===== config.mk =====
export PLATFORM = sky130hd
export DESIGN_NAME = iovp_regs
export DESIGN_NICKNAME = d
export VERILOG_FILES = /design/src/shared/iovp_pkg.sv /design/src/core/iovp_regs.sv
export SDC_FILE = /design/constraint.sdc
export NUM_CORES = 1
export LEC_CHECK = 0
export ABC_AREA = 1
export BUFFER_PORTS_ARGS = -buffer_cell sky130_fd_sc_hd__buf_2
export CAP_MARGIN = 30
export CORE_UTILIZATION = 45
export DETAILED_ROUTE_END_ITERATION = 8
export PLACE_DENSITY_LB_ADDON = 0.2
export SYNTH_ARGS = -nofsm -noshare
export SYNTH_HDL_FRONTEND = slang
export SYNTH_SLANG_ARGS = --single-unit
export TNS_END_PERCENT = 1

===== constraint.sdc =====
create_clock -name sys_clk_i -period 4.75 [get_ports sys_clk_i]
set_input_delay 0.2375 -clock sys_clk_i [delete_from_list [all_inputs] [get_ports sys_clk_i]]
set_output_delay 0.2375 -clock sys_clk_i [all_outputs]
set_load 0.03 [all_outputs]

===== src/shared/iovp_pkg.sv =====
// Constants and carrier types for the input overvoltage protection registers
`default_nettype none
package iovp_pkg;
  // Register offsets
  localparam logic [7:0] IOVP_OFS_INPUT_FET_PROTECTION = 8'h05;
  localparam logic [7:0] IOVP_OFS_BUS_OVERVOLTAGE_CONFIG = 8'h06;
  // Reset values
  localparam logic [7:0] IOVP_RST_INPUT_FET_PROTECTION = 8'h03;
  localparam logic [7:0] IOVP_RST_BUS_OVERVOLTAGE_CONFIG = 8'h3a;
  // Field positions, first register
  localparam int IOVP_POS_LIVE_STATUS = 7;
  localparam int IOVP_POS_EVENT_FLAG = 6;
  localparam int IOVP_POS_IRQ_MASK = 5;
  localparam int IOVP_POS_RSVD_HI = 4;
  localparam int IOVP_POS_RSVD_LO = 3;
  localparam int IOVP_POS_EXT_THR_HI = 2;
  localparam int IOVP_POS_EXT_THR_LO = 0;
  // Field positions, second register
  localparam int IOVP_POS_PULLDOWN_EN = 7;
  localparam int IOVP_POS_BUS_THR_HI = 6;
  localparam int IOVP_POS_BUS_THR_LO = 0;
  // Reserved bits read back as this constant
  localparam logic [1:0] IOVP_RSVD_READ = 2'h0;
  // Threshold arithmetic, in mV except the all ones code
  localparam logic [15:0] IOVP_EXT_BASE_MV = 16'h2af8;
  localparam logic [15:0] IOVP_EXT_STEP_MV = 16'h03e8;
  localparam logic [15:0] IOVP_EXT_SPECIAL_MV = 16'h1964;
  localparam logic [2:0] IOVP_EXT_SPECIAL_CODE = 3'h7;
  localparam logic [15:0] IOVP_BUS_BASE_MV = 16'h173e;
  localparam logic [15:0] IOVP_BUS_STEP_MV = 16'h0032;

  // Register access request from the serial control bus front end
  typedef struct packed {
    logic rd;
    logic wr;
    logic [7:0] addr;
    logic [7:0] wdata;
  } iovp_reg_req_t;

  // Protection actions driven to the power stage
  typedef struct packed {
    logic external_fet_gate_drive;
    logic bus_pulldown;
    logic blocking_switch;
    logic charge_enable_force_off;
  } iovp_power_ctl_t;
endpackage
`default_nettype wire


===== src/core/iovp_regs.sv =====
// Input overvoltage protection register pair and its protection actions
//
// Contract
// - Bit 7 of the first register reads high while the input overvoltage exists, low after.
// - Bit 6 latches an input overvoltage event and clears when the first register is read.
// - With mask bit 5 set no interrupt is raised for the event, but the flag still records it.
// - The input threshold is 11 V plus the 3-bit code in bits 2 to 0 times 1 V.
// - Code all ones selects a 6.5 V input threshold instead of the formula.
// - Bus voltage at or above the input threshold turns the external FET gate drive off.
// - Bit 7 of the second register enables the bus pulldown and turns the external FET off.
// - The pulldown is active whenever the external FET charge pump is not running.
// - The bus threshold is 5.95 V plus bits 6 to 0 times 50 mV, reset code gives 8.85 V.
// - Bus voltage at the bus threshold opens the blocking switch and forces charge enable off.
`default_nettype none
module iovp_regs (
  // Clock and reset
  input wire logic sys_clk_i,
  input wire logic rst_i,
  // Register soft reset pulse
  input wire logic reg_soft_rst_i,
  // Register access
  input wire iovp_pkg::iovp_reg_req_t reg_req_i,
  output logic [7:0] reg_rdata_o,
  output logic reg_rvalid_o,
  // Measured bus supply node voltage, mV, same clock
  input wire logic [15:0] bus_supply_node_mv_i,
  // Charge pump running indication, asynchronous pin
  input wire logic charge_pump_running_i,
  // Host interrupt line
  output logic irq_o,
  // Power stage control
  output iovp_pkg::iovp_power_ctl_t power_ctl_o,
  // Programmed thresholds in mV
  output logic [15:0] external_input_ovp_threshold_mv_o,
  output logic [15:0] bus_overvoltage_threshold_mv_o
);
  import iovp_pkg::*;

  // Stored fields
  logic input_ovp_event_flag;
  logic input_ovp_irq_mask;
  logic [2:0] external_input_ovp_threshold;
  logic bus_pulldown_enable;
  logic [6:0] bus_overvoltage_threshold;
  // Live conditions, registered from the measurement, and the previous live status
  logic input_ovp_live_status;
  logic bus_overvoltage_config_live;
  logic prev_input_ovp;
  // Charge pump synchroniser
  logic cp_meta;
  logic cp_sync;
  // Read data
  logic [7:0] rdata;
  logic rvalid;

  // Decode
  wire sel_fet = reg_req_i.addr == IOVP_OFS_INPUT_FET_PROTECTION;
  wire sel_bus = reg_req_i.addr == IOVP_OFS_BUS_OVERVOLTAGE_CONFIG;
  wire wr_fet = reg_req_i.wr && sel_fet;
  wire wr_bus = reg_req_i.wr && sel_bus;
  wire rd_fet = reg_req_i.rd && sel_fet;
  wire rd_bus = reg_req_i.rd && sel_bus;
  // Write data fields, named for the checks
  wire [2:0] wdata_ext_thr = reg_req_i.wdata[IOVP_POS_EXT_THR_HI:IOVP_POS_EXT_THR_LO];
  wire wdata_irq_mask = reg_req_i.wdata[IOVP_POS_IRQ_MASK];
  wire wdata_pd_en = reg_req_i.wdata[IOVP_POS_PULLDOWN_EN];
  wire [6:0] wdata_bus_thr = reg_req_i.wdata[IOVP_POS_BUS_THR_HI:IOVP_POS_BUS_THR_LO];

  // Threshold arithmetic
  wire ext_special = external_input_ovp_threshold == IOVP_EXT_SPECIAL_CODE;
  wire [15:0] ext_linear_mv = 16'(IOVP_EXT_BASE_MV
      + 16'(external_input_ovp_threshold) * IOVP_EXT_STEP_MV);
  wire [15:0] ext_thr_mv = ext_special ? IOVP_EXT_SPECIAL_MV : ext_linear_mv;
  // Base kept exact, so the reset code lands at 8.85 V
  wire [15:0] bus_thr_mv = 16'(IOVP_BUS_BASE_MV
      + 16'(bus_overvoltage_threshold) * IOVP_BUS_STEP_MV);

  // Comparisons against the measured node
  wire next_input_ovp = bus_supply_node_mv_i >= ext_thr_mv;
  wire next_bus_overvoltage_config = bus_supply_node_mv_i >= bus_thr_mv;
  // Event is the rising edge of the live condition
  wire input_ovp_event = input_ovp_live_status && !prev_input_ovp;

  // Read images
  wire [7:0] fet_image = {input_ovp_live_status, input_ovp_event_flag, input_ovp_irq_mask,
                          IOVP_RSVD_READ, external_input_ovp_threshold};
  wire [7:0] bus_image = {bus_pulldown_enable, bus_overvoltage_threshold};
  wire [7:0] next_rdata = rd_fet ? fet_image : (rd_bus ? bus_image : 8'h00);

  // Flag: set beats read clear so a coincident event is kept
  wire next_flag = input_ovp_event ? 1'b1 : (rd_fet ? 1'b0 : input_ovp_event_flag);

  // Live status and edge history
  always_ff @(posedge sys_clk_i or posedge rst_i) begin
    if (rst_i) begin
      input_ovp_live_status <= 1'b0;
      bus_overvoltage_config_live <= 1'b0;
      prev_input_ovp <= 1'b0;
    end else begin
      input_ovp_live_status <= next_input_ovp;
      bus_overvoltage_config_live <= next_bus_overvoltage_config;
      prev_input_ovp <= input_ovp_live_status;
    end
  end

  // Charge pump pin, two stages before any use
  always_ff @(posedge sys_clk_i or posedge rst_i) begin
    if (rst_i) begin
      cp_meta <= 1'b0;
      cp_sync <= 1'b0;
    end else begin
      cp_meta <= charge_pump_running_i;
      cp_sync <= cp_meta;
    end
  end

  // Event flag
  always_ff @(posedge sys_clk_i or posedge rst_i) begin
    if (rst_i) begin
      input_ovp_event_flag <= 1'b0;
    end else if (reg_soft_rst_i) begin
      input_ovp_event_flag <= 1'b0;
    end else begin
      input_ovp_event_flag <= next_flag;
    end
  end

  // Writable fields; no watchdog input since it touches none of them
  always_ff @(posedge sys_clk_i or posedge rst_i) begin
    if (rst_i) begin
      input_ovp_irq_mask <= IOVP_RST_INPUT_FET_PROTECTION[IOVP_POS_IRQ_MASK];
      external_input_ovp_threshold <=
          IOVP_RST_INPUT_FET_PROTECTION[IOVP_POS_EXT_THR_HI:IOVP_POS_EXT_THR_LO];
      bus_pulldown_enable <= IOVP_RST_BUS_OVERVOLTAGE_CONFIG[IOVP_POS_PULLDOWN_EN];
      bus_overvoltage_threshold <=
          IOVP_RST_BUS_OVERVOLTAGE_CONFIG[IOVP_POS_BUS_THR_HI:IOVP_POS_BUS_THR_LO];
    end else if (reg_soft_rst_i) begin
      input_ovp_irq_mask <= IOVP_RST_INPUT_FET_PROTECTION[IOVP_POS_IRQ_MASK];
      external_input_ovp_threshold <=
          IOVP_RST_INPUT_FET_PROTECTION[IOVP_POS_EXT_THR_HI:IOVP_POS_EXT_THR_LO];
      bus_pulldown_enable <= IOVP_RST_BUS_OVERVOLTAGE_CONFIG[IOVP_POS_PULLDOWN_EN];
      bus_overvoltage_threshold <=
          IOVP_RST_BUS_OVERVOLTAGE_CONFIG[IOVP_POS_BUS_THR_HI:IOVP_POS_BUS_THR_LO];
    end else begin
      if (wr_fet) begin
        // Status, flag and reserved bits are not writable
        input_ovp_irq_mask <= reg_req_i.wdata[IOVP_POS_IRQ_MASK];
        external_input_ovp_threshold <=
            reg_req_i.wdata[IOVP_POS_EXT_THR_HI:IOVP_POS_EXT_THR_LO];
      end
      if (wr_bus) begin
        bus_pulldown_enable <= reg_req_i.wdata[IOVP_POS_PULLDOWN_EN];
        bus_overvoltage_threshold <=
            reg_req_i.wdata[IOVP_POS_BUS_THR_HI:IOVP_POS_BUS_THR_LO];
      end
    end
  end

  // Read port, one cycle latency
  always_ff @(posedge sys_clk_i or posedge rst_i) begin
    if (rst_i) begin
      rdata <= 8'h00;
      rvalid <= 1'b0;
    end else begin
      rdata <= next_rdata;
      rvalid <= reg_req_i.rd;
    end
  end

  assign reg_rdata_o = rdata;
  assign reg_rvalid_o = rvalid;
  // Level interrupt while an unmasked flag is pending
  assign irq_o = input_ovp_event_flag && !input_ovp_irq_mask;
  // Gate drive needs no condition and no pulldown request; the pump state does not enter it
  assign power_ctl_o.external_fet_gate_drive =
      !input_ovp_live_status && !bus_pulldown_enable;
  assign power_ctl_o.bus_pulldown = bus_pulldown_enable || !cp_sync;
  assign power_ctl_o.blocking_switch = !bus_overvoltage_config_live;
  assign power_ctl_o.charge_enable_force_off = bus_overvoltage_config_live;
  assign external_input_ovp_threshold_mv_o = ext_thr_mv;
  assign bus_overvoltage_threshold_mv_o = bus_thr_mv;

  // Checks
  AST_STATUS_TRACKS: assert property (@(posedge sys_clk_i) disable iff (rst_i)
    (bus_supply_node_mv_i >= ext_thr_mv) |=> input_ovp_live_status)
    else $error("live status missed the overvoltage");
  AST_STATUS_ENDS: assert property (@(posedge sys_clk_i) disable iff (rst_i)
    (bus_supply_node_mv_i < ext_thr_mv) |=> !input_ovp_live_status)
    else $error("live status stuck after condition ended");
  AST_FLAG_SET: assert property (@(posedge sys_clk_i) disable iff (rst_i)
    ($rose(input_ovp_live_status) && !reg_soft_rst_i) |=> input_ovp_event_flag)
    else $error("event flag not set on overvoltage");
  AST_FLAG_CLEAR: assert property (@(posedge sys_clk_i) disable iff (rst_i)
    (rd_fet && !input_ovp_event) |=> !input_ovp_event_flag)
    else $error("event flag not cleared by read");
  AST_MASK_BLOCKS: assert property (@(posedge sys_clk_i) disable iff (rst_i)
    input_ovp_irq_mask |-> !irq_o)
    else $error("masked event raised interrupt");
  AST_IRQ_RAISE: assert property (@(posedge sys_clk_i) disable iff (rst_i)
    ($rose(input_ovp_live_status) && !input_ovp_irq_mask && !reg_soft_rst_i && !wr_fet)
    |=> irq_o)
    else $error("unmasked event raised no interrupt");
  AST_EXT_LINEAR: assert property (@(posedge sys_clk_i) disable iff (rst_i)
    (external_input_ovp_threshold == 3'h2) |-> (ext_thr_mv == 16'h32c8))
    else $error("input threshold formula wrong");
  AST_EXT_SPECIAL: assert property (@(posedge sys_clk_i) disable iff (rst_i)
    (external_input_ovp_threshold == 3'h7) |-> (ext_thr_mv == 16'h1964))
    else $error("all ones code did not give 6.5 V");
  AST_GATE_OFF: assert property (@(posedge sys_clk_i) disable iff (rst_i)
    (bus_supply_node_mv_i >= ext_thr_mv) |=> !power_ctl_o.external_fet_gate_drive)
    else $error("gate drive stayed on above threshold");
  AST_PULLDOWN_EN: assert property (@(posedge sys_clk_i) disable iff (rst_i)
    bus_pulldown_enable |-> (power_ctl_o.bus_pulldown
                             && !power_ctl_o.external_fet_gate_drive))
    else $error("pulldown enable not honoured");
  AST_PUMP_STOPPED: assert property (@(posedge sys_clk_i) disable iff (rst_i)
    (!charge_pump_running_i)[*3] |-> power_ctl_o.bus_pulldown)
    else $error("pulldown inactive with pump stopped");
  AST_BUS_DEFAULT: assert property (@(posedge sys_clk_i) disable iff (rst_i)
    (bus_overvoltage_threshold == 7'h3a) |-> (bus_thr_mv == 16'h2292))
    else $error("bus threshold reset code wrong");
  AST_BUS_TRIP: assert property (@(posedge sys_clk_i) disable iff (rst_i)
    (bus_supply_node_mv_i >= bus_thr_mv) |=> (!power_ctl_o.blocking_switch
                                              && power_ctl_o.charge_enable_force_off))
    else $error("bus overvoltage did not open switch");
  AST_RSVD_READ: assert property (@(posedge sys_clk_i) disable iff (rst_i)
    rd_fet |=> (reg_rdata_o[IOVP_POS_RSVD_HI:IOVP_POS_RSVD_LO] == IOVP_RSVD_READ))
    else $error("reserved bits read wrong");
  AST_SOFT_RST: assert property (@(posedge sys_clk_i) disable iff (rst_i)
    reg_soft_rst_i |=> (external_input_ovp_threshold == 3'h3
                        && bus_overvoltage_threshold == 7'h3a
                        && !bus_pulldown_enable && !input_ovp_irq_mask))
    else $error("soft reset did not restore fields");
  // Flag only moves on an event, a read or a soft reset
  AST_FLAG_HOLD: assert property (@(posedge sys_clk_i) disable iff (rst_i)
    (input_ovp_event_flag && !rd_fet && !reg_soft_rst_i) |=> input_ovp_event_flag)
    else $error("event flag lost without a read");
  AST_FLAG_QUIET: assert property (@(posedge sys_clk_i) disable iff (rst_i)
    (!input_ovp_event_flag && !input_ovp_event) |=> !input_ovp_event_flag)
    else $error("event flag set without an event");
  AST_FLAG_MASKED: assert property (@(posedge sys_clk_i) disable iff (rst_i)
    ($rose(input_ovp_live_status) && input_ovp_irq_mask && !reg_soft_rst_i)
    |=> input_ovp_event_flag)
    else $error("masked event not recorded in flag");
  AST_IRQ_CLEARED: assert property (@(posedge sys_clk_i) disable iff (rst_i)
    (rd_fet && !input_ovp_event) |=> !irq_o)
    else $error("interrupt stayed up after read");
  AST_GATE_ON: assert property (@(posedge sys_clk_i) disable iff (rst_i)
    (bus_supply_node_mv_i < ext_thr_mv && !bus_pulldown_enable && !wr_bus)
    |=> power_ctl_o.external_fet_gate_drive)
    else $error("gate drive off below threshold");
  AST_EXT_SPECIAL_TRIP: assert property (@(posedge sys_clk_i) disable iff (rst_i)
    (external_input_ovp_threshold == IOVP_EXT_SPECIAL_CODE
     && bus_supply_node_mv_i >= IOVP_EXT_SPECIAL_MV) |=> input_ovp_live_status)
    else $error("all ones code did not trip at 6.5 V");
  AST_BUS_CLOSED: assert property (@(posedge sys_clk_i) disable iff (rst_i)
    (bus_supply_node_mv_i < bus_thr_mv) |=> (power_ctl_o.blocking_switch
                                             && !power_ctl_o.charge_enable_force_off))
    else $error("blocking switch open below bus threshold");
  // Threshold table points
  AST_BUS_BASE: assert property (@(posedge sys_clk_i) disable iff (rst_i)
    (bus_overvoltage_threshold == 7'h00) |-> (bus_thr_mv == 16'h173e))
    else $error("bus threshold base wrong");
  AST_BUS_TOP: assert property (@(posedge sys_clk_i) disable iff (rst_i)
    (bus_overvoltage_threshold == 7'h7f) |-> (bus_thr_mv == 16'h300c))
    else $error("bus threshold top code wrong");
  AST_EXT_BASE: assert property (@(posedge sys_clk_i) disable iff (rst_i)
    (external_input_ovp_threshold == 3'h0) |-> (ext_thr_mv == 16'h2af8))
    else $error("input threshold base wrong");
  AST_EXT_TOP: assert property (@(posedge sys_clk_i) disable iff (rst_i)
    (external_input_ovp_threshold == 3'h6) |-> (ext_thr_mv == 16'h4268))
    else $error("input threshold top linear code wrong");
  // Write, hold and read-back behaviour, pump pulldown and soft reset of the flag
  AST_WRITE_MASK: assert property (@(posedge sys_clk_i) disable iff (rst_i)
    (wr_fet && !reg_soft_rst_i) |=> (input_ovp_irq_mask == $past(wdata_irq_mask)))
    else $error("mask write not taken");
  AST_WRITE_EXT: assert property (@(posedge sys_clk_i) disable iff (rst_i)
    (wr_fet && !reg_soft_rst_i) |=> (external_input_ovp_threshold == $past(wdata_ext_thr)))
    else $error("input threshold write not taken");
  AST_WRITE_BUS: assert property (@(posedge sys_clk_i) disable iff (rst_i)
    (wr_bus && !reg_soft_rst_i) |=> (bus_overvoltage_threshold == $past(wdata_bus_thr)))
    else $error("bus threshold write not taken");
  AST_WRITE_PD: assert property (@(posedge sys_clk_i) disable iff (rst_i)
    (wr_bus && !reg_soft_rst_i) |=> (bus_pulldown_enable == $past(wdata_pd_en)))
    else $error("pulldown enable write not taken");
  AST_FET_HOLD: assert property (@(posedge sys_clk_i) disable iff (rst_i)
    (!wr_fet && !reg_soft_rst_i)
    |=> ($stable(input_ovp_irq_mask) && $stable(external_input_ovp_threshold)))
    else $error("first register field changed without a write");
  AST_BUS_HOLD: assert property (@(posedge sys_clk_i) disable iff (rst_i)
    (!wr_bus && !reg_soft_rst_i)
    |=> ($stable(bus_pulldown_enable) && $stable(bus_overvoltage_threshold)))
    else $error("second register field changed without a write");
  AST_STATUS_READ: assert property (@(posedge sys_clk_i) disable iff (rst_i)
    rd_fet |=> (reg_rdata_o[IOVP_POS_LIVE_STATUS] == $past(input_ovp_live_status)))
    else $error("live status read back wrong");
  AST_FLAG_READ: assert property (@(posedge sys_clk_i) disable iff (rst_i)
    rd_fet |=> (reg_rdata_o[IOVP_POS_EVENT_FLAG] == $past(input_ovp_event_flag)))
    else $error("event flag read back wrong");
  AST_PUMP_RUNNING: assert property (@(posedge sys_clk_i) disable iff (rst_i)
    (charge_pump_running_i[*3] ##0 !bus_pulldown_enable) |-> !power_ctl_o.bus_pulldown)
    else $error("pulldown active with pump running");
  AST_SOFT_FLAG: assert property (@(posedge sys_clk_i) disable iff (rst_i)
    reg_soft_rst_i |=> (!input_ovp_event_flag && !irq_o))
    else $error("soft reset left flag or interrupt set");
endmodule
`default_nettype wire


# Word level (Yosys, flattened, before mapping)
# Cells that the tools add are included.
# totals
reg_bits	27
output_inout_bits	46
word_cells	52
# classes
addsub	2
mul	2
magnitude_cmp	2
n_eq_ne	3
muxes	14
reduce_logical	17
# ops
cell	n
$eq 8x3->1 const B	2
$ge 16x14->1	1
$ge 16x15->1	1
$mux 8	2
$add 14x13->15 const A	1
$mux 15	1
$add 13x13->14 const A	1
$mux 7	2
$mul 7x5->12 const B	1
$mul 3x7->10 const B	1
$logic_and 1x1->1	7
$mux 1	7
$logic_not 1->1	6
$mux 3	2
$reduce_bool 2->1	2
$eq 3x3->1 const B	1
$reduce_bool 3->1	1
$logic_or 1x1->1	1

# Longest topological paths before layout
# Gate-level depths: netlist (run 1).
# logic_depth
word_depth	5
mapped_depth	22
depth_no_buf	22

# Worst setup path after synthesis (run 1)
# OpenSTA, ideal clock, no wires.
# synth_timing
kind	reg2reg
from	register external_input_ovp_threshold[0]
to	register input_ovp_live_status
setup_time_ns	0.130
arrival_time_ns	3.897
path_slack_ns	0.723
path_stages_with_launch	20
n_path_buf	0
synth_period_minus_slack_ns	4.027
path_cell_list	dfstp_2 > inv_1 > ha_1 > ha_1 > fa_1 > inv_1 > fa_1 > inv_1 > o21ai_1 > inv_1 > nor2_1 > nor3_1 > inv_1 > ha_1 > a21oi_1 > o21ai_0 > nand3_1 > nand2_1 > nand2_1 > nand4_1
# synth_between
elab_chain_len	4
# synth_lines
element	line_no	source
from (decl)	iovp_regs.sv:42	logic [2:0] external_input_ovp_threshold;
from (signal assigned)	iovp_regs.sv:132	external_input_ovp_threshold <=
from (signal assigned)	iovp_regs.sv:139	external_input_ovp_threshold <=
from (signal assigned)	iovp_regs.sv:148	external_input_ovp_threshold <=
$mul 3x7->10	iovp_regs.sv:72	+ 16'(external_input_ovp_threshold) * IOVP_EXT_STEP_MV);
$add 14x13->15	iovp_regs.sv:72	
$mux 15 *	iovp_regs.sv:73	wire [15:0] ext_thr_mv = ext_special ? IOVP_EXT_SPECIAL_MV : ext_linear_mv;
via external_input_ovp_threshold_mv_o[9]	iovp_regs.sv:34	output logic [15:0] external_input_ovp_threshold_mv_o,
$ge 16x15->1 *	iovp_regs.sv:79	wire next_input_ovp = bus_supply_node_mv_i >= ext_thr_mv;
via next_input_ovp	iovp_regs.sv:79	
to (signal assigned)	iovp_regs.sv:100	input_ovp_live_status <= next_input_ovp;
to (decl)	iovp_regs.sv:46	logic input_ovp_live_status;
# The timed path passes the listed nets; every way through them passes the cells marked *.
# A chain may end at the register's enable or synchronous reset.

# Worst setup path after layout (run 1)
# layout_timing
from	register external_input_ovp_threshold[0]
to	register input_ovp_live_status
# layout_between
elab_chain_len	4
# layout_lines
element	line_no
$mul 3x7->10	iovp_regs.sv:72
$add 14x13->15	iovp_regs.sv:72
$mux 15 *	iovp_regs.sv:73
$ge 16x15->1 *	iovp_regs.sv:79
via next_input_ovp	iovp_regs.sv:79
# Marked as above.

==> impl_metrics.csv, run 1 <==
group,metric,value,unit
routing,vias,3025,
clock_tree,cts-root-buf,"clkbuf_8",
clock_tree,post_cts_resized,0,
routing,routedWlPerCell,11.9,µm
critical_path,critPathMaxFanout,7,
placed_design,dpl.cell_count,621,
power,powerDensity,261,nW/µm²
grt,grt_overflow,0,
floorplanning,io_pins,84,
placed_design,dp_hpwl,6410,µm
routing,routed_via_density,4.84,
sta,timing.hold.ws,-6.86,ps
grt,grt_max_degree,17,
critical_path,crit_path_start_kind,"flip-flop",
synthesis,synth_area_leaders,"ha_1 24%, dfrtp_1 16%, nand2_1 10%",
synthesis,ys_warn_count,0,
clock_tree,cts.sink_count,27,
sta,setup_tns,0,ps
floorplanning,die_h,87.4,µm
placed_design,io_buffers,77,
grt,grt_pass1_vias,2757,
routing,routed_wl,7410,µm
synthesis,ys_ff_latch,27,
power,leakagePower,2.27,nW
layout,nNetsFinal,638,
floorplanning,dieWidth,87.4,µm
outcome,violations,"negative hold slack",
power,irDropWorstVdd,0.138,mV
worst_hold_path,worstHoldPathType,"input pin to asynchronous set/reset pin",
sta,tightest_slew,560,ps
sta,slew-limit-headroom,62.6,%
synthesis,synth_top_area_share,24.4,%
grt,grt_antenna_before_repair,0,
synthesis,syn_inst,452,
sta,maxSlewViolCount,0,
critical_path,cp.required,4970,ps
clock_tree,cts_buffers,3,
layout,antenna_cells,0,
floorplanning,start_util,47.5,%
sta,clock.fmax,0.256,GHz
synthesis,synth_cell_type_count,37,
synthesis,synthArstFlopShare,100,%
synthesis,ys_seq_area_share,20.8,%
sta,min_period,3900,ps
grt,grt_use_total,20.5,%
power,p_total,0.000994,W
clock_tree,tritoncts,"done",
critical_path,worstPathArrival,4120,ps
critical_path,crit_type,"flip-flop to flip-flop",
routing,drt_first_iter_violations,125,
layout,stdcell_count,625,
synthesis,yosys.area.top_type,"ha_1",
sta,hold_viol_final,9,
synthesis,synthMostInstantiatedCell,"nand2_1",
floorplanning,core,6910,µm²
clock_tree,path_clk_slew,90,ps
layout,area_growth_syn_to_layout,16.1,%
grt,grt_pass1_wl,12300,µm
placed_design,place_congestion,0.905,
synthesis,avgSynthCellArea,7.26,µm²
critical_path,crit_path_end_kind,"flip-flop",
synthesis,synth_edf_count,0,
synthesis,synth_area,3280,µm²
synthesis,synthFlopType,"dfrtp_1",
critical_path,r2r_cells,17,
sta,skew,6.41,ps
flow_run,max-cap-violations,0,
clock_tree,ctsHoldBuffers,0,
outcome,status,"finished, violations left",
sta,setup_viol,0,
floorplanning,fp-row-count,30,
layout,finish.utilization,55.1,%
layout,layout-drive-gt1-share,22.9,%
clock_tree,ctsLongestPathBuffers,2,
routing,final_antenna_net_count,0,
clock_tree,clock_latency,280,ps
clock_tree,post_cts_buffers,0,
sta,fin_crit_sh,82.2,%
routing,firstDrtPassIters,4,
floorplanning,die_area,7640,µm²
routing,drc_errors,0,
sta,rsz0062_at_grt,"false",
clock_tree,htree_levels,1,
synthesis,yosys-top-cells-count,"91 x nand2_1, 74 x inv_1, 64 x ha_1",
final cells by class:
class / instances / area [µm²]
clock inverter: 1 / 5.00
inverter: 84 / 315
tap: 96 / 120
sequential: 27 / 683
multi-input combinational: 336 / 2230
fill: 732 / 3100
clock buffer: 3 / 41.3
timing repair buffer: 78 / 413
layer usage:
| metal | vias to the layer above | part of all wire (%) | GRT usage, % |
|---|---|---|---|
| met3 | 9 | 4.5 | 1.61 |
| met1 | 1333 | 51 | 29.4 |
| met5 | - | 0 | 0 |
| met4 | 0 | 1.2 | 5.37 |
| met2 | 82 | 44 | 33.2 |
| li1 | 1601 | - | - |
cells by family after synthesis:
kind of cell	synth area share [%]
AND/OR/NAND/NOR	28.6
AO/OA/AOI/OAI	8.81
other	0.114
buffers and inverters	11.8
XOR/XNOR	1.83
flip-flops	20.8
adder cells (fa/ha/maj)	28.1
through the flow:
stage               area (µm²)  setup WS, ps  hold WS [ps]
detailed placement        3760           921           310
global route              3810           556          40.5
floorplan                 3300           723           269
global placement          3730           983           336
CTS                       3810           899          2.66
finish                    3810           845         -6.86
cell usage in the layout, fill, tap and decap left out, types with 8 or more instances in the layout:
| cell | netlist | layout |
|---|---|---|
| buf_2 | 0 | 77 |
| ha_1 | 64 | 64 |
| nand2_2 | 10 | 10 |
| o21ai_0 | 9 | 9 |
| inv_2 | 9 | 9 |
| o21ai_1 | 10 | 10 |
| inv_1 | 74 | 74 |
| nand2_1 | 91 | 91 |
| a21oi_1 | 24 | 24 |
| nor2_1 | 35 | 35 |
| nand3_1 | 36 | 36 |
| dfrtp_1 | 21 | 21 |
| nand4_1 | 8 | 8 |
report_power, final:
part           switching, W  total, W  internal (W)
registers        0.00000940  0.000250      0.000241
logic              0.000407  0.000613      0.000205
clock network     0.0000723  0.000131     0.0000589
final timing paths:
| check | start | end | slack [ps] |
|---|---|---|---|
| min reg2reg | cp_meta$_DFF_PP0_ | cp_sync$_DFF_PP0_ | 360 |
| max | external_input_ovp_threshold[0]$_DFFE_PP1P_ | input_ovp_live_status$_DFF_PP0_ | 850 |
| min in group sys_clk_i | charge_pump_running_i | cp_meta$_DFF_PP0_ | 60 |
| max in group asynchronous | rst_i | bus_overvoltage_threshold[3]$_DFFE_PP1P_ | 4200 |
| min | rst_i | bus_pulldown_enable$_DFFE_PP0P_ | -7 |
| max reg2reg | external_input_ovp_threshold[0]$_DFFE_PP1P_ | input_ovp_live_status$_DFF_PP0_ | 850 |
state kept, by name, summed over array words and instances, names as in the netlist:
signal / flops
input_ovp_irq_mask: 1
external_input_ovp_threshold: 3
bus_pulldown_enable: 1
cp_meta: 1
reg_rvalid_o: 1
prev_input_ovp: 1
bus_overvoltage_threshold: 7
input_ovp_live_status: 1
cp_sync: 1
bus_overvoltage_config_live: 1
reg_rdata_o: 8
input_ovp_event_flag: 1
critical path, stage by stage (launching register included):
cell and delay (ps):
dfstp_2 620, inv_1 160, ha_1 340, ha_1 240
fa_1 400, inv_1 80, fa_1 430, inv_1 100
o21ai_1 120, inv_1 70, nor2_1 40, nor3_1 310
inv_1 80, ha_1 300, nand2_1 50, nor3_1 290
nand3_1 110, nand4_1 110
Note: power is estimated with default switching activity, not from simulation.
==> inputs of run 2 (changes only) <==
--- a/config.mk
+++ b/config.mk
@@ -5,7 +5,7 @@
 export SDC_FILE = /design/constraint.sdc
 export NUM_CORES = 1
 export LEC_CHECK = 0
-export ABC_AREA = 1
+export ABC_AREA = 0
 export BUFFER_PORTS_ARGS = -buffer_cell sky130_fd_sc_hd__buf_2
 export CAP_MARGIN = 30
 export CORE_UTILIZATION = 45
==> constraint.sdc (replaced) <==
create_clock -name sys_clk_i -period 3.4 [get_ports sys_clk_i]
set_input_delay 0.17 -clock sys_clk_i [delete_from_list [all_inputs] [get_ports sys_clk_i]]
set_output_delay 0.17 -clock sys_clk_i [all_outputs]
set_load 0.03 [all_outputs]
==> run 2 against run 1 <==
Effect of this change:
- critical path type unchanged
- global-route usage increased by 2.2 points
- the run ends with negative setup slack left
- via count shrank 2.0%
- first-iteration DRC count fell by 65%
- die area decreased by 2.1%
==> impl_metrics.csv, run 2 <==
group,metric,value,unit
sta,postLayoutSetupSlackWorst,-432,ps
grt,grt_overflow,0,
sta,hold_viol_final,0,
critical_path,path_cells,"ha_4, ha_4, fa_1, ha_4, nand2b_4, a21oi_4, xor2_4, xnor2_2, ha_1, a21o_1, a21o_1, a21o_1, a221oi_2, o221ai_1",
sta,maxSlewViolCount,0,
placed_design,io_buffers,77,
layout,largest_reg_flops,8,
layout,final_cell_area,4670,µm²
grt,grt_antenna_before_repair,0,
synthesis,ys_seq_area_share,21.3,%
layout,final_common_cell,"buf_4",
synthesis,ys_warn_count,0,
flow_run,max-cap-violations,0,
layout,layout-drive-gt1-share,43.3,%
synthesis,yosys-top-cells-count,"64 x ha_1, 45 x inv_1, 28 x nor2_1",
routing,routed_via_density,5.00,
routing,drt_first_iter_violations,44,
synthesis,synth_cell_type_count,56,
synthesis,ys_ff_latch,27,
layout,nNetsFinal,606,
synthesis,synth_top_area_share,24.9,%
outcome,violations,"negative setup slack",
power,powerDensity,147,nW/µm²
layout,stdcell_count,593,
critical_path,crit_path_top_delay_cell,"dfstp_2",
routing,routed_wl,8060,µm
sta,clock.fmax,0.261,GHz
critical_path,max_stage_delay,590,ps
outcome,status,"finished, violations left",
synthesis,yosys.area.top_type,"ha_1",
critical_path,worstPathArrival,3960,ps
sta,timing.hold.ws,23.3,ps
routing,routedWlPerCell,13.6,µm
sta,fin_crit_sh,113,%
critical_path,cp.required,3530,ps
critical_path,r2r-end,"bus_overvoltage_config_live$_DFF_PP0_",
clock_tree,tritoncts,"done",
placed_design,dp_slack,-630,ps
critical_path,critPathMaxFanout,5,
routing,final_antenna_net_count,0,
worst_hold_path,worstHoldPathType,"input pin to flip-flop",
grt,grt_use_total,22.7,%
routing,drc_errors,0,
critical_path,crit_path_end_kind,"flip-flop",
clock_tree,cts.sink_count,27,
power,leakagePower,2.44,nW
routing,firstDrtPassIters,4,
placed_design,dpl_cell_area,4330,µm²
routing,vias,2964,
placed_design,dp_hpwl,6790,µm
floorplanning,dieWidth,86.5,µm
grt,grt_max_degree,19,
clock_tree,cts_buffers,3,
clock_tree,ctsLongestPathBuffers,2,
floorplanning,die_h,86.5,µm
synthesis,synthArstFlopShare,100,%
grt,grt_pass1_vias,2992,
clock_tree,clock_latency,270,ps
clock_tree,cts-root-buf,"clkbuf_8",
worst_hold_path,hp-start,"reg_req_i[17]",
synthesis,synth_area_leaders,"ha_1 25%, dfrtp_1 16%, inv_1 5.3%",
synthesis,synthFlopType,"dfrtp_1",
sta,rsz0062_at_grt,"true",
layout,final_cell_mix,"75 x buf_4, 68 x buf_2, 48 x ha_1",
critical_path,rr_startpoint,"bus_overvoltage_threshold[3]$_DFFE_PP1P_",
sta,setup_tns,-1370,ps
placed_design,dpl.cell_count,579,
floorplanning,start_util,47.0,%
floorplanning,fp-row-count,30,
critical_path,r2r_cells,14,
grt,grt_pass1_wl,13400,µm
critical_path,crit_path_start_kind,"flip-flop",
synthesis,avgSynthCellArea,9.15,µm²
sta,skew,1.46,ps
floorplanning,core,6830,µm²
synthesis,syn_inst,351,
synthesis,synth_area,3210,µm²
layout,area_growth_syn_to_layout,45.6,%
floorplanning,die_area,7480,µm²
worst_hold_path,hold_end,"reg_rvalid_o$_DFF_PP0_",
layout,antenna_cells,0,
worst_hold_path,worstHoldPathCells,1,
power,irDropWorstVdd,0.170,mV
sta,min_period,3830,ps
clock_tree,htree_levels,1,
sta,setup_viol,7,
critical_path,crit_type,"flip-flop to flip-flop",
synthesis,synth_edf_count,0,
clock_tree,path_clk_slew,90,ps
synthesis,synthMostInstantiatedCell,"ha_1",
floorplanning,io_pins,84,
critical_path,rrSetupSlack,-430,ps
placed_design,place_congestion,0.887,
run 2: final cells by class:
class / instances / area, µm²
Multi-Input combinational cell: 271 / 2650
Sequential cell: 27 / 684
Fill cell: 581 / 2160
Tap cell: 96 / 120
Timing Repair Buffer: 150 / 1010
Clock buffer: 4 / 45.0
Inverter: 45 / 169
run 2: metrics by stage:
step / power (W) / util, %
2_1_floorplan: 0.000436 / -
3_3_place_gp: 0.000493 / 63.0
3_5_place_dp: 0.000501 / 63.4
4_1_cts: 0.000693 / 67.7
5_1_grt: 0.000726 / 68.4
6_report: 0.000687 / 68.4
run 2: where the power goes:
part | internal [W] | total (W) | switching, W
registers | 0.000326 | 0.000330 | 0.00000346
logic | 0.0000791 | 0.000177 | 0.0000983
clock network | 0.0000839 | 0.000180 | 0.0000959
total | 0.000489 | 0.000687 | 0.000198
run 2: kinds of logic (layout without fill, tap and decap cells):
group / Yosys count / count (layout) / synth area share (%)
AO/OA/AOI/OAI: 71 / 71 / 16.8
AND/OR/NAND/NOR: 91 / 91 / 15.7
adder cells (fa/ha/maj): 70 / 70 / 28.7
XOR/XNOR: 25 / 25 / 6.82
flip-flops: 27 / 27 / 21.3
other: 1 / 6 / 0.117
multiplexers: 8 / 8 / 2.57
buffers and inverters: 58 / 199 / 8.03
run 2: what timing repair did:
action,4_1_cts,5_1_grt
buffers inserted,8,0
hold buffers,2,0
pin swaps,16,3
resized for setup,27,17
endpoints found under the setup margin,15,15
endpoints found under the hold margin,8,0
run 2: critical path: cells and delay by family (launching register included):
kind / cells / cell delay, ps
and+or+nand+nor: 1 / 80
xor gates and xnor gates: 2 / 490
AOI/OAI and AO/OA: 6 / 1000
adders and majority gates: 5 / 1540
DFF: 1 / 590
run 2: worst max path at each step:
stage,endpoint,start,slack (ps),depth (start not counted)
after floorplan,bus_overvoltage_config_live$_DFF_PP0_,bus_overvoltage_threshold[1]$_DFFE_PP1P_,-480,16
after global placement,bus_overvoltage_config_live$_DFF_PP0_,bus_overvoltage_threshold[1]$_DFFE_PP1P_,-550,16
after detailed placement,bus_overvoltage_config_live$_DFF_PP0_,bus_overvoltage_threshold[1]$_DFFE_PP1P_,-630,16
after CTS,bus_overvoltage_config_live$_DFF_PP0_,bus_overvoltage_threshold[3]$_DFFE_PP1P_,-430,14
after global routing,bus_overvoltage_config_live$_DFF_PP0_,bus_overvoltage_threshold[3]$_DFFE_PP1P_,-600,15
final,bus_overvoltage_config_live$_DFF_PP0_,bus_overvoltage_threshold[3]$_DFFE_PP1P_,-430,14
run 2: metal layers:
| metal | part of all wire (%) | vias to the layer above | GRT usage, % |
|---|---|---|---|
| li1 | - | 1501 | - |
| met1 | 44 | 1383 | 29.3 |
| met2 | 51 | 74 | 40.8 |
| met3 | 4.1 | 6 | 2.57 |
| met4 | 0.93 | 0 | 4.85 |
| met5 | 0 | - | 0 |
